`src/fgr_pkg.sv`:
```
package fgr_pkg;

    // Clock and refresh timing
    localparam int unsigned CLK_PERIOD_NS = 10;
    localparam int unsigned T_REFI_BASE_NS = 7800;
    localparam int unsigned REFI_BASE_CYC = T_REFI_BASE_NS / CLK_PERIOD_NS;
    localparam int unsigned T_RFC1_NS = 350;
    localparam int unsigned T_RFC2_NS = 260;
    localparam int unsigned T_RFC4_NS = 160;
    localparam int unsigned T_XS_NS = T_RFC1_NS + 10;
    localparam int unsigned RFC1_CYC = (T_RFC1_NS + CLK_PERIOD_NS - 1) / CLK_PERIOD_NS;
    localparam int unsigned RFC2_CYC = (T_RFC2_NS + CLK_PERIOD_NS - 1) / CLK_PERIOD_NS;
    localparam int unsigned RFC4_CYC = (T_RFC4_NS + CLK_PERIOD_NS - 1) / CLK_PERIOD_NS;
    localparam int unsigned XS_CYC = (T_XS_NS + CLK_PERIOD_NS - 1) / CLK_PERIOD_NS;
    localparam int unsigned MRS_WAIT_CYC = 24;
    localparam int unsigned MAX_OWED = 8;
    localparam int unsigned WAIT_W = 8;

    // Register offsets
    localparam logic [11:0] CTRL_OFS = 12'h000;
    localparam logic [11:0] STATUS_OFS = 12'h004;
    localparam logic [31:0] CTRL_RESET = 32'h0000_0000;

    // Control field positions
    localparam int unsigned CTRL_RATE_LSB = 0;
    localparam int unsigned CTRL_TCR_BIT = 3;
    localparam int unsigned CTRL_REF_EN_BIT = 4;
    localparam int unsigned CTRL_OTF_SUB_BIT = 5;
    localparam int unsigned CTRL_SR_BIT = 6;
    localparam int unsigned CTRL_APPLY_BIT = 8;

    // Refresh mode field encodings
    localparam logic [2:0] MODE_FIXED_1X = 3'h0;
    localparam logic [2:0] MODE_FIXED_2X = 3'h1;
    localparam logic [2:0] MODE_FIXED_4X = 3'h2;
    localparam logic [2:0] MODE_OTF_1X2X = 3'h5;
    localparam logic [2:0] MODE_OTF_1X4X = 3'h6;

    // Refresh rate family
    typedef enum logic [1:0] {RATE_1X = 2'h0, RATE_2X = 2'h1, RATE_4X = 2'h2} rate_t;

    // Command toward the memory
    typedef enum logic [2:0] {
        OP_NOP = 3'h0, OP_REF = 3'h1, OP_MRS = 3'h2, OP_SRE = 3'h3, OP_SRX = 3'h4
    } dram_op_t;

    typedef struct packed {
        dram_op_t op;
        logic bg0;
        logic [2:0] rate_field;
        logic tcr_en;
    } dram_cmd_t;

    // Sequencer states, Gray along idle-busy-self
    typedef enum logic [1:0] {ST_IDLE = 2'h0, ST_BUSY = 2'h1, ST_SELF = 2'h3} ctl_state_t;

    // Sub-rate family of a mode field
    function automatic rate_t rate_family(input logic [2:0] mode);
        rate_t r;
        r = RATE_1X;
        if (mode == MODE_FIXED_2X || mode == MODE_OTF_1X2X) begin
            r = RATE_2X;
        end else if (mode == MODE_FIXED_4X || mode == MODE_OTF_1X4X) begin
            r = RATE_4X;
        end
        return r;
    endfunction : rate_family

    // Only five encodings are defined
    function automatic logic mode_valid(input logic [2:0] mode);
        return (mode == MODE_FIXED_1X) || (mode == MODE_FIXED_2X) || (mode == MODE_FIXED_4X)
            || (mode == MODE_OTF_1X2X) || (mode == MODE_OTF_1X4X);
    endfunction : mode_valid

endpackage : fgr_pkg

```
`src/refresh_interval_timer.sv`:
```
`timescale 1ns/100ps
`default_nettype none
module refresh_interval_timer #(
    parameter int unsigned BASE_CYC = fgr_pkg::REFI_BASE_CYC,
    parameter int unsigned CNT_W = 12
) (
    // Clock and reset
    input wire logic pclk,
    input wire logic presetn,
    // Control
    input wire logic hold,
    input wire fgr_pkg::rate_t rate,
    // One-cycle pulse per elapsed interval
    output logic tick
);

    // Refuse intervals that do not fit or cannot divide by four
    if (BASE_CYC < 8 || BASE_CYC % 4 != 0 || BASE_CYC >= (1 << CNT_W)) begin : g_bad_base
        $error("refresh_interval_timer: BASE_CYC out of range");
    end

    logic [CNT_W-1:0] cnt_ff; // Cycles into current interval
    fgr_pkg::rate_t last_rate_ff; // Rate of the running interval
    logic [CNT_W-1:0] period; // Interval length at current rate
    logic restart; // Start a fresh interval

    assign period = CNT_W'(BASE_CYC) >> rate;
    assign restart = hold || (rate != last_rate_ff);

    // Interval counter
    always_ff @(posedge pclk or negedge presetn) begin
        if (!presetn) begin
            cnt_ff <= '0;
            last_rate_ff <= fgr_pkg::RATE_1X;
            tick <= 1'b0;
        end else begin
            last_rate_ff <= rate;
            if (restart) begin
                // New interval counts from the next cycle
                cnt_ff <= '0;
                tick <= 1'b0;
            end else if (cnt_ff == period - CNT_W'(1)) begin
                cnt_ff <= '0;
                tick <= 1'b1;
            end else begin
                cnt_ff <= cnt_ff + CNT_W'(1);
                tick <= 1'b0;
            end
        end
    end

endmodule : refresh_interval_timer
`default_nettype wire

```
`src/fgr_refresh_ctl.sv`:
```
// Decided for this implementation: register access over APB and the placing of the registers.
`timescale 1ns/100ps
`default_nettype none
module fgr_refresh_ctl #(
    parameter int unsigned REFI_BASE_CYC = fgr_pkg::REFI_BASE_CYC
) (
    // Clock and reset
    input wire logic pclk,
    input wire logic presetn,
    // APB slave
    input wire logic [11:0] paddr,
    input wire logic psel,
    input wire logic penable,
    input wire logic pwrite,
    input wire logic [31:0] pwdata,
    output logic [31:0] prdata,
    output logic pready,
    output logic pslverr,
    // Command toward the memory
    output fgr_pkg::dram_cmd_t dram_cmd
);

    // Counters must hold the longest wait
    if (fgr_pkg::XS_CYC >= (1 << fgr_pkg::WAIT_W)
        || fgr_pkg::MRS_WAIT_CYC >= (1 << fgr_pkg::WAIT_W)) begin : g_bad_wait
        $error("fgr_refresh_ctl: wait counter too narrow");
    end

    // Decision of the idle sequencer
    typedef enum logic [2:0] {
        ACT_NONE, ACT_EXTRA, ACT_PAD, ACT_MRS, ACT_REF, ACT_SRE, ACT_SRX
    } act_t;

    // Software control fields
    logic [2:0] rate_req_ff; // Requested mode field
    logic tcr_req_ff; // Temperature refresh wanted
    logic ref_en_ff; // Periodic refresh enabled
    logic otf_sub_ff; // On-the-fly: use sub-rate refreshes
    logic sr_req_ff; // Self refresh wanted
    logic apply_pend_ff; // Mode write waiting

    // Sequencer state
    fgr_pkg::ctl_state_t state_ff; // Idle, busy or self refresh
    logic [fgr_pkg::WAIT_W-1:0] wait_ff; // Cycles left in busy
    logic [2:0] cur_mode_ff; // Mode written to the memory
    logic cur_tcr_ff; // Temperature refresh written
    logic [1:0] sub_cnt_ff; // Sub-rate refreshes modulo two or four
    logic [2:0] extra_cnt_ff; // Extra refreshes owed after exit
    logic extra_norm_ff; // Extras are normal-rate ones
    logic [3:0] owed_ff; // Postponed periodic refreshes

    // APB helpers
    logic access; // Access phase
    logic fire; // Transfer completes this edge
    logic mapped; // Address decodes

    // Decision helpers
    act_t act; // Chosen action in this cycle
    fgr_pkg::rate_t fam; // Family of the current mode
    fgr_pkg::rate_t new_fam; // Family of the requested mode
    fgr_pkg::rate_t tmr_rate; // Rate the timer runs at
    logic on_the_fly_rate_select; // Current mode is on-the-fly
    logic sub_open; // Sub-rate count not at a boundary
    logic rate_chg; // Requested write changes the rate
    logic reg_sub; // Periodic refresh would be sub-rate
    logic tick; // Interval elapsed

    // APB decode
    assign access = psel && penable;
    assign fire = access && pready;
    assign mapped = (paddr == fgr_pkg::CTRL_OFS) || (paddr == fgr_pkg::STATUS_OFS);

    // Slave answers one cycle into the access phase
    always_ff @(posedge pclk or negedge presetn) begin
        if (!presetn) begin
            pready <= 1'b0;
            pslverr <= 1'b0;
            prdata <= 32'h0000_0000;
        end else begin
            pready <= access && !pready;
            if (access && !pready) begin
                // Reserved mode encodings are refused with an error
                pslverr <= !mapped || (pwrite && paddr == fgr_pkg::CTRL_OFS
                    && !fgr_pkg::mode_valid(pwdata[fgr_pkg::CTRL_RATE_LSB +: 3]));
                if (paddr == fgr_pkg::CTRL_OFS) begin
                    prdata <= {25'h0, sr_req_ff, otf_sub_ff, ref_en_ff, tcr_req_ff,
                        rate_req_ff};
                end else if (paddr == fgr_pkg::STATUS_OFS) begin
                    prdata <= {14'h0, state_ff, owed_ff, 1'b0, extra_cnt_ff, apply_pend_ff,
                        (state_ff == fgr_pkg::ST_SELF), sub_cnt_ff, cur_tcr_ff, cur_mode_ff};
                end else begin
                    prdata <= 32'h0000_0000;
                end
            end else begin
                pslverr <= 1'b0;
            end
        end
    end

    // Control register; an erroneous write changes nothing
    always_ff @(posedge pclk or negedge presetn) begin
        if (!presetn) begin
            rate_req_ff <= fgr_pkg::CTRL_RESET[fgr_pkg::CTRL_RATE_LSB +: 3];
            tcr_req_ff <= fgr_pkg::CTRL_RESET[fgr_pkg::CTRL_TCR_BIT];
            ref_en_ff <= fgr_pkg::CTRL_RESET[fgr_pkg::CTRL_REF_EN_BIT];
            otf_sub_ff <= fgr_pkg::CTRL_RESET[fgr_pkg::CTRL_OTF_SUB_BIT];
            sr_req_ff <= fgr_pkg::CTRL_RESET[fgr_pkg::CTRL_SR_BIT];
        end else if (fire && pwrite && !pslverr && paddr == fgr_pkg::CTRL_OFS) begin
            rate_req_ff <= pwdata[fgr_pkg::CTRL_RATE_LSB +: 3];
            tcr_req_ff <= pwdata[fgr_pkg::CTRL_TCR_BIT];
            ref_en_ff <= pwdata[fgr_pkg::CTRL_REF_EN_BIT];
            otf_sub_ff <= pwdata[fgr_pkg::CTRL_OTF_SUB_BIT];
            sr_req_ff <= pwdata[fgr_pkg::CTRL_SR_BIT];
        end
    end

    // Apply flag; a new request beats the clear of the old one
    always_ff @(posedge pclk or negedge presetn) begin
        if (!presetn) begin
            apply_pend_ff <= 1'b0;
        end else if (fire && pwrite && !pslverr && paddr == fgr_pkg::CTRL_OFS
            && pwdata[fgr_pkg::CTRL_APPLY_BIT]) begin
            apply_pend_ff <= 1'b1;
        end else if (act == ACT_MRS) begin
            apply_pend_ff <= 1'b0;
        end
    end

    // Mode classification
    assign fam = fgr_pkg::rate_family(cur_mode_ff);
    assign new_fam = fgr_pkg::rate_family(rate_req_ff);
    assign on_the_fly_rate_select = cur_mode_ff[2];
    assign sub_open = (fam == fgr_pkg::RATE_2X) ? sub_cnt_ff[0]
        : (fam == fgr_pkg::RATE_4X) ? (sub_cnt_ff != 2'h0) : 1'b0;
    assign rate_chg = (new_fam != fam);
    assign reg_sub = (fam != fgr_pkg::RATE_1X) && (!on_the_fly_rate_select || otf_sub_ff || sub_open);
    assign tmr_rate = (on_the_fly_rate_select && !otf_sub_ff) ? fgr_pkg::RATE_1X : fam;

    // Choose one action per idle cycle
    always_comb begin
        act = ACT_NONE;
        if (state_ff == fgr_pkg::ST_IDLE) begin
            if (extra_cnt_ff != 3'h0) begin
                act = ACT_EXTRA;
            end else if (apply_pend_ff && rate_chg && sub_open) begin
                act = ACT_PAD;
            end else if (apply_pend_ff) begin
                act = ACT_MRS;
            end else if (ref_en_ff && owed_ff != 4'h0) begin
                act = ACT_REF;
            end else if (sr_req_ff) begin
                act = ACT_SRE;
            end
        end else if (state_ff == fgr_pkg::ST_SELF && !sr_req_ff) begin
            act = ACT_SRX;
        end
    end

    // Interval source, held at zero in self refresh or when disabled
    refresh_interval_timer #(
        .BASE_CYC(REFI_BASE_CYC),
        .CNT_W(12)
    ) u_timer (
        .pclk(pclk),
        .presetn(presetn),
        .hold(!ref_en_ff || state_ff == fgr_pkg::ST_SELF),
        .rate(tmr_rate),
        .tick(tick)
    );

    // Postponed refresh count; padding also pays off a due refresh
    always_ff @(posedge pclk or negedge presetn) begin
        if (!presetn) begin
            owed_ff <= 4'h0;
        end else begin
            if (tick && !(act == ACT_REF || (act == ACT_PAD && owed_ff != 4'h0))) begin
                if (owed_ff < 4'(fgr_pkg::MAX_OWED)) begin
                    owed_ff <= owed_ff + 4'h1;
                end
            end else if (!tick && (act == ACT_REF || (act == ACT_PAD && owed_ff != 4'h0))) begin
                owed_ff <= owed_ff - 4'h1;
            end
        end
    end

    // Sequencer: commands, waits and sub-rate bookkeeping
    always_ff @(posedge pclk or negedge presetn) begin
        if (!presetn) begin
            state_ff <= fgr_pkg::ST_IDLE;
            wait_ff <= '0;
            cur_mode_ff <= fgr_pkg::MODE_FIXED_1X;
            cur_tcr_ff <= 1'b0;
            sub_cnt_ff <= 2'h0;
            extra_cnt_ff <= 3'h0;
            extra_norm_ff <= 1'b0;
            dram_cmd <= '{op: fgr_pkg::OP_NOP, bg0: 1'b0, rate_field: 3'h0, tcr_en: 1'b0};
        end else begin
            dram_cmd <= '{op: fgr_pkg::OP_NOP, bg0: 1'b0, rate_field: cur_mode_ff,
                tcr_en: cur_tcr_ff};
            case (act)
                ACT_EXTRA: begin
                    dram_cmd.op <= fgr_pkg::OP_REF;
                    dram_cmd.bg0 <= 1'b0;
                    extra_cnt_ff <= extra_cnt_ff - 3'h1;
                    state_ff <= fgr_pkg::ST_BUSY;
                    if (extra_norm_ff || fam == fgr_pkg::RATE_1X) begin
                        wait_ff <= fgr_pkg::WAIT_W'(fgr_pkg::RFC1_CYC - 1);
                    end else if (fam == fgr_pkg::RATE_2X) begin
                        wait_ff <= fgr_pkg::WAIT_W'(fgr_pkg::RFC2_CYC - 1);
                    end else begin
                        wait_ff <= fgr_pkg::WAIT_W'(fgr_pkg::RFC4_CYC - 1);
                    end
                end
                ACT_PAD, ACT_REF: begin
                    dram_cmd.op <= fgr_pkg::OP_REF;
                    dram_cmd.bg0 <= on_the_fly_rate_select && (act == ACT_PAD || reg_sub);
                    state_ff <= fgr_pkg::ST_BUSY;
                    if (act == ACT_REF && !reg_sub) begin
                        sub_cnt_ff <= 2'h0;
                        wait_ff <= fgr_pkg::WAIT_W'(fgr_pkg::RFC1_CYC - 1);
                    end else if (fam == fgr_pkg::RATE_2X) begin
                        sub_cnt_ff <= {1'b0, ~sub_cnt_ff[0]};
                        wait_ff <= fgr_pkg::WAIT_W'(fgr_pkg::RFC2_CYC - 1);
                    end else begin
                        sub_cnt_ff <= sub_cnt_ff + 2'h1;
                        wait_ff <= fgr_pkg::WAIT_W'(fgr_pkg::RFC4_CYC - 1);
                    end
                end
                ACT_MRS: begin
                    dram_cmd.op <= fgr_pkg::OP_MRS;
                    dram_cmd.rate_field <= rate_req_ff;
                    dram_cmd.tcr_en <= tcr_req_ff && (rate_req_ff == fgr_pkg::MODE_FIXED_1X);
                    cur_mode_ff <= rate_req_ff;
                    cur_tcr_ff <= tcr_req_ff && (rate_req_ff == fgr_pkg::MODE_FIXED_1X);
                    if (rate_chg) begin
                        sub_cnt_ff <= 2'h0;
                    end
                    state_ff <= fgr_pkg::ST_BUSY;
                    wait_ff <= fgr_pkg::WAIT_W'(fgr_pkg::MRS_WAIT_CYC - 1);
                end
                ACT_SRE: begin
                    dram_cmd.op <= fgr_pkg::OP_SRE;
                    state_ff <= fgr_pkg::ST_SELF;
                    extra_norm_ff <= on_the_fly_rate_select;
                    if (!sub_open) begin
                        extra_cnt_ff <= 3'h0;
                    end else if (on_the_fly_rate_select) begin
                        extra_cnt_ff <= 3'h1;
                    end else if (fam == fgr_pkg::RATE_2X) begin
                        extra_cnt_ff <= 3'h2;
                    end else begin
                        extra_cnt_ff <= 3'h4;
                    end
                end
                ACT_SRX: begin
                    dram_cmd.op <= fgr_pkg::OP_SRX;
                    sub_cnt_ff <= 2'h0;
                    state_ff <= fgr_pkg::ST_BUSY;
                    wait_ff <= fgr_pkg::WAIT_W'(fgr_pkg::XS_CYC - 1);
                end
                default: begin
                    if (state_ff == fgr_pkg::ST_BUSY) begin
                        if (wait_ff == '0) begin
                            state_ff <= fgr_pkg::ST_IDLE;
                        end else begin
                            wait_ff <= wait_ff - fgr_pkg::WAIT_W'(1);
                        end
                    end
                end
            endcase
        end
    end
endmodule : fgr_refresh_ctl
`default_nettype wire

```
`config.mk`:
```
export PLATFORM = sky130hd
export DESIGN_NAME = fgr_refresh_ctl
export DESIGN_NICKNAME = d
export VERILOG_FILES = /design/src/fgr_pkg.sv /design/src/refresh_interval_timer.sv /design/src/fgr_refresh_ctl.sv
export SDC_FILE = /design/constraint.sdc
export NUM_CORES = 1
export LEC_CHECK = 0
export BUFFER_PORTS_ARGS = -buffer_cell sky130_fd_sc_hd__buf_4
export CORE_MARGIN = 4
export CORE_UTILIZATION = 49
export CTS_BUF_LIST = sky130_fd_sc_hd__clkbuf_16
export CTS_CLUSTER_SIZE = 24
export DETAILED_ROUTE_END_ITERATION = 10
export GPL_TIMING_DRIVEN = 0
export PLACE_DENSITY_LB_ADDON = 0.15
export SYNTH_ARGS = -nofsm -noshare
export SYNTH_HDL_FRONTEND = slang
export SYNTH_SLANG_ARGS = --single-unit
```
`constraint.sdc`:
```
create_clock -name pclk -period 3.2 [get_ports pclk]
set_input_delay 0.48 -clock pclk [delete_from_list [all_inputs] [get_ports pclk]]
set_output_delay 0.48 -clock pclk [all_outputs]
set_load 0.03 [all_outputs]
```
# Yosys cells after proc, flatten, opt, wreduce, memory -nomap -nowiden
# Index checks and enable logic that the tools add are counted.
word_totals:
  regBits: 89
  inputBits: 49
  out_inout_bits: 42
classes:
  n_addsub: 7
  n_lt_le_gt_ge: 1
  eq_ne: 29
  shift: 1
  n_mux: 46
  bitwise: 2
  reduce_logical: 73
op_table:
  columns: ["op", "count"]
  rows:
  - ["$pmux 8 s5", 1]
  - ["$mux 32", 1]
  - ["$mux 3", 10]
  - ["$eq 3x3->1 const B", 9]
  - ["$mux 12", 2]
  - ["$logic_and 1x1->1", 21]
  - ["$mux 2", 10]
  - ["$mux 18", 1]
  - ["$logic_or 1x1->1", 17]
  - ["$mux 4", 4]
  - ["$mux 8", 2]
  - ["$eq 3x2->1 const B", 5]
  - ["$add 12x1->12 const B", 1]
  - ["$eq 12x12->1", 1]
  - ["$eq 12x3->1 const B", 1]
  - ["$eq 3x1->1 const B", 4]
  - ["$logic_not 12->1", 1]
  - ["$mux 6", 2]
  - ["$pmux 3 s4", 1]
  - ["$reduce_bool 3->1", 4]
  - ["$shr 10x2->12 const A", 1]
  - ["$sub 12x1->12 const B", 1]
  - ["$logic_not 1->1", 11]
  - ["$reduce_bool 2->1", 5]
  - ["28 further kinds", 43]

# Depth between registers and ports, before layout
depth:
  word_depth: 18
  depth_mapped: 12

# Hierarchy
# Synthesis repeated with hierarchy kept, for this count alone.
unflattened:
  hier_cells: 416
  area_unflattened_um2: 4235.3
modules_own_cells:
  columns: ["mod", "n_inst", "cells_each", "area_per_inst_um2"]
  rows:
  - ["fgr_refresh_ctl", 1, 330, 3325.7]
  - ["refresh_interval_timer", 1, 86, 909.6]

# Worst setup path before layout
# No wires, ideal clock.
synth_timing:
  path_type: "reg-to-reg"
  from: "register cur_mode_ff[0]"
  to: "register owed_ff[3]"
  setup_ns: 0.126
  arrival_ns: 2.988
  required_time_ns: 3.074
  path_slack_ns: 0.086
  stages_incl_launch_ff: 13
  synth_period_minus_slack_ns: 3.114
  path_cell_list: "dfrtp_1 > inv_1 > ha_1 > xor2_1 > a311oi_2 > a31oi_1 > o21ai_0 > ha_1 > a21o_1 > a21oi_1 > nor3b_1 > nor2b_1 > a221o_1"
synth_via:
  elab_chain_len: 18
synth_lines:
  columns: ["item", "line_no", "text"]
  rows:
  - ["from (decl)", "fgr_refresh_ctl.sv:45", "logic [2:0] cur_mode_ff;"]
  - ["from (signal assigned)", "fgr_refresh_ctl.sv:191", "cur_mode_ff <= fgr_pkg::MODE_FIXED_1X;"]
  - ["from (signal assigned)", "fgr_refresh_ctl.sv:233", "cur_mode_ff <= rate_req_ff;"]
  - ["$eq 3x2->1 or $eq 3x3->1 (tied branches)", "fgr_pkg.sv:63", "end else if (mode == MODE_FIXED_4X || mode == MODE_OTF_1X4X) begin"]
  - ["$logic_or 1x1->1", "fgr_pkg.sv:63", null]
  - ["$mux 2", "fgr_pkg.sv:63", null]
  - ["$mux 2 *", "fgr_pkg.sv:61", "if (mode == MODE_FIXED_2X || mode == MODE_OTF_1X2X) begin"]
  - ["$eq 2x2->1", "fgr_refresh_ctl.sv:134", ": (fam == fgr_pkg::RATE_4X) ? (sub_cnt_ff != 2'h0) : 1'b0;"]
  - ["$mux 1", "fgr_refresh_ctl.sv:134", null]
  - ["$mux 1", "fgr_refresh_ctl.sv:133", "assign sub_open = (fam == fgr_pkg::RATE_2X) ? sub_cnt_ff[0]"]
  - ["$logic_and 1x1->1 *", "fgr_refresh_ctl.sv:145", "end else if (apply_pend_ff && rate_chg && sub_open) begin"]
  - ["[2 not listed]", null, null]
  - ["$mux 3 *", "fgr_refresh_ctl.sv:142", "if (state_ff == fgr_pkg::ST_IDLE) begin"]
  - ["$eq 3x2->1", "fgr_refresh_ctl.sv:176, fgr_refresh_ctl.sv:180", null]
  - ["$logic_and 1x1->1", "fgr_refresh_ctl.sv:176, fgr_refresh_ctl.sv:180", null]
  - ["$logic_or 1x1->1 *", "fgr_refresh_ctl.sv:176, fgr_refresh_ctl.sv:180", null]
  - ["$logic_not 1->1", "fgr_refresh_ctl.sv:176", "if (tick && !(act == ACT_REF || (act == ACT_PAD && owed_ff != 4'h0))) begin"]
  - ["$logic_and 1x1->1", "fgr_refresh_ctl.sv:176", null]
  - ["$ne 2x1->1 (no source line) or $reduce_bool 2->1 (tied branches)", null, null]
  - ["$reduce_and 2->1 (no source line)", null, null]
  - ["to (signal assigned)", "fgr_refresh_ctl.sv:178", "owed_ff <= owed_ff + 4'h1;"]
  - ["to (signal assigned)", "fgr_refresh_ctl.sv:181", "owed_ff <= owed_ff - 4'h1;"]
  - ["to (decl)", "fgr_refresh_ctl.sv:50", "logic [3:0] owed_ff;"]
# Mark *: on every way between the ends. The rest lies on a longest branch, timed or not.
# A chain may end at the register's enable or synchronous reset.

# Worst setup path in the final report
layout_timing:
  from: "register cur_mode_ff[1]"
  to: "register owed_ff[3]"
# The elaborated chain is that of the path after synthesis.

==> out/results.tsv <==
stage	metric	value	unit
routing	finalWirelength	8554	µm
timing	finalClockSkew	6.559	ps
routing	detailroute.via_count	3042	
floorplan	num_rows	32	
critical_path	critPathBufInv	1	
critical_path	timing.critical_path.slowest_stage_cell	or3b_4	
critical_path	cp-end-kind	flip-flop	
timing	clock.fmax	328.6	MHz
finish	finalCoreUtilization	62.98	%
placed_design	detailedPlacementHpwl	6268	µm
grt	grt_max_degree	75	
floorplan	floorplan.core_area	0.007767	mm²
logic_synthesis	syn-instance-count	380	
grt	grt_use_total	19.21	%
clocking	clock_transition_at_the_registers_of_the_reported_paths	60	ps
logic_synthesis	synth.avg_cell_area	10.37	µm²
timing	finalSetupViolations	0	
critical_path	worst_r2r_startpoint	cur_mode_ff[1]	
timing	hold_viol_final	0	
finish	antenna_cells	0	
finish	nNetsFinal	522	
logic_synthesis	synth_edf_count	0	
min_path	hold_path.class	in -> async	
clocking	clock_sink_count	74	
floorplan	design.portCount	91	
power	p_leak	2.350	nW
critical_path	worst-r2r-cell-count	12	
routing	final_antenna_net_count	0	
finish	final_cell_mix	74 x dfrtp_1, 69 x buf_4, 35 x nand2_1	
grt	grt_pass1_vias	3040	
clocking	ctsLongestPathBuffers	2	
clocking	cts-htree-levels	3	
timing	fin_ws	156.4	ps
timing	relSlewSlack	38.72	%
floorplan	initial_core_util	50.71	%
critical_path	critPathLaunchType	flip-flop	
clocking	cts_inserted_buffers	9	
grt	antenna_found_initial	0	
placed_design	placed_cell_area	0.004494	mm²
clocking	post_cts_hold_buffer_count	0	
critical_path	worst_r2r_endpoint	owed_ff[3]	
logic_synthesis	synthesis.yosys.warnings	0	
floorplan	die_height	97.66	µm
routing	drt-wirelength-per-cell	15.14	µm
finish	layout_commonest_cell	dfrtp_1	
critical_path	critPathMaxStageDelay	460	ps
placed_design	gpl.final_weighted_congestion	0.8715	
critical_path	critical_path_cell_by_cell	inv_1, ha_2, or3b_4, nand2_1, a31oi_4, o21ai_2, ha_1, a21o_1, a21oi_1, nor3b_2, nor2b_1, a221o_1	
run_status	result_of_the_run	finished clean	
logic_synthesis	ff_latch_count_synth	74	
floorplan	fp.dieW	97.66	µm
logic_synthesis	yosysSeqAreaShare	47.01	%
grt	wire_length_of_the_first_global_routing_pass	15100	µm
floorplan	fp.dieArea	0.009537	mm²
routing	initialDrtViolationCount	164	
timing	share_of_the_clock_period_used_by_the_worst_path	95.11	%
power	powerDensity	560.6	mW/mm²
critical_path	cp_data_arrival_time	3250	ps
critical_path	worstSetupStartpoint	cur_mode_ff[1]	
timing	setup_repair_after_global_routing_missed_its_margin	no	
finish	post_route_cells_drive_above_1_share	25.05	%
logic_synthesis	synth_top_flop_cell	dfrtp_1	
timing	report.final.slew_viol_count	0	
routing	vias_per_cell	5.384	
critical_path	cp_top_family	simple AND/OR/NAND/NOR gates	
logic_synthesis	synthesis.area	0.003939	mm²
routing	number_of_search_and_repair_iterations_in_the_first_detailed_routing_pass	4	
timing	finalCriticalPeriod	3044	ps
power	total_power	2.743	mW
clocking	worstSkewPairLatency	330	ps
clocking	root_buffer	clkbuf_16	
critical_path	setup.worst_path.class	reg -> reg	
placed_design	preCtsSetupSlack	-542.0	ps
critical_path	ff2ff_setup_slack	160	ps
critical_path	critical_path.max_fanout	8	
placed_design	buffer_ports.inserted	50	
routing	drc	0	
critical_path	required	3410	ps
timing	tightestPinTransition	919.2	ps
finish	final_cell_area	0.004892	mm²
grt	grt_overflow_total	0	
clocking	tritoncts	yes	
timing	totalNegativeSetupSlack	0	ps
logic_synthesis	asyncSetResetFlopFracSynth	100.0	%
logic_synthesis	post_synth_num_cell_types	67	
finish	area.growth.synth_to_final	24.21	%
flow_run	drv.max_cap_violation_count	0	
power	vdd.ir_drop.worst	0.0002782	V
-- sequential cells by signal, summed over array words and instances, names as in the netlist, 2 cells and up --
| name | count |
|---|---|
| prdata | 17 |
| u_timer.cnt_ff | 12 |
| dram_cmd | 8 |
| wait_ff | 8 |
| owed_ff | 4 |
| cur_mode_ff | 3 |
| extra_cnt_ff | 3 |
| rate_req_ff | 3 |
| state_ff | 2 |
| sub_cnt_ff | 2 |
| u_timer.last_rate_ff | 2 |
-- Yosys cell counts (5+ instances only) --
library cell	n	area, µm²
nand2_1	35	131.4
nor3_1	5	25.02
mux2_2	13	146.4
a22o_1	10	87.58
a21oi_1	14	70.07
nor4_1	5	31.28
buf_4	16	120.1
or3_1	5	31.28
clkbuf_1	8	30.03
nand3_1	9	45.04
nor2_1	28	105.1
ha_1	13	162.7
o31ai_1	8	60.06
and3_1	7	43.79
xor2_1	12	105.1
o21ai_0	13	65.06
xnor2_1	7	61.31
dfrtp_1	74	1852
inv_1	22	82.58
mux2i_1	6	60.06
-- worst max path at each step --
| stage | cells past startpoint | to |
|---|---|---|
| final | 12 | owed_ff[3] |
| after global routing | 12 | owed_ff[3] |
| after CTS | 12 | owed_ff[3] |
| after detailed placement | 12 | owed_ff[3] |
| after global placement | 12 | owed_ff[3] |
| after floorplan | 12 | owed_ff[3] |
-- worst register-to-register path: stages (launching register included) --
cell and delay, ps:
dfrtp_1 410, inv_1 80, ha_2 240, or3b_4 460, nand2_1 220, a31oi_4 170
o21ai_2 200, ha_1 250, a21o_1 170, a21oi_1 190, nor3b_2 230, nor2b_1 70
a221o_1 250
-- layout make-up --
class	count	area [µm²]
inverters	22	82.58
flip-flops and latches	74	1852
clock inverters	6	83.83
repair buffers	54	402.9
plain buffers	25	155.1
multi-input cells	273	1963
fillers	669	2875
clock buffers	9	225.2
well taps	102	127.6
-- metrics by stage --
step | std cells | hold WS (ps)
3_3_place_gp | 546 | 464.3
2_1_floorplan | 394 | 184.4
4_1_cts | 564 | 332.6
3_5_place_dp | 546 | 469.5
5_1_grt | 565 | 370.9
6_report | 565 | 291.4
-- repair_timing --
item / in CTS / in global routing
pin swaps: 2 / 0
hold endpoints to repair: 0 / 0
buffers inserted: 3 / 0
setup endpoints to repair: 2 / 1
gates resized for setup: 5 / 5
-- logic make-up after synthesis --
kind of cell	share of synthesized area, %
AO/OA/AOI/OAI	17.03
XOR/XNOR	4.225
adder cells (fa/ha/maj)	4.638
buffers and inverters	6.036
flip-flops	47.01
multiplexers	5.241
other	0.09521
AND/OR/NAND/NOR	15.72
-- power breakdown --
| group | switching, mW | total [mW] | internal [mW] |
|---|---|---|---|
| combinational | 0.335 | 0.598 | 0.263 |
| clock | 0.366 | 1.04 | 0.673 |
| sequential | 0.0880 | 1.11 | 1.02 |
-- per-layer routing --
layer	up-vias	track usage (%)	routed length, µm
met5	-	0	0
met4	0	7.348	133
met3	12	3.518	279
met2	55	29.94	4006
met1	1475	26.62	4133
li1	1500	-	-
No activity file was read; power rests on OpenSTA's default activity.
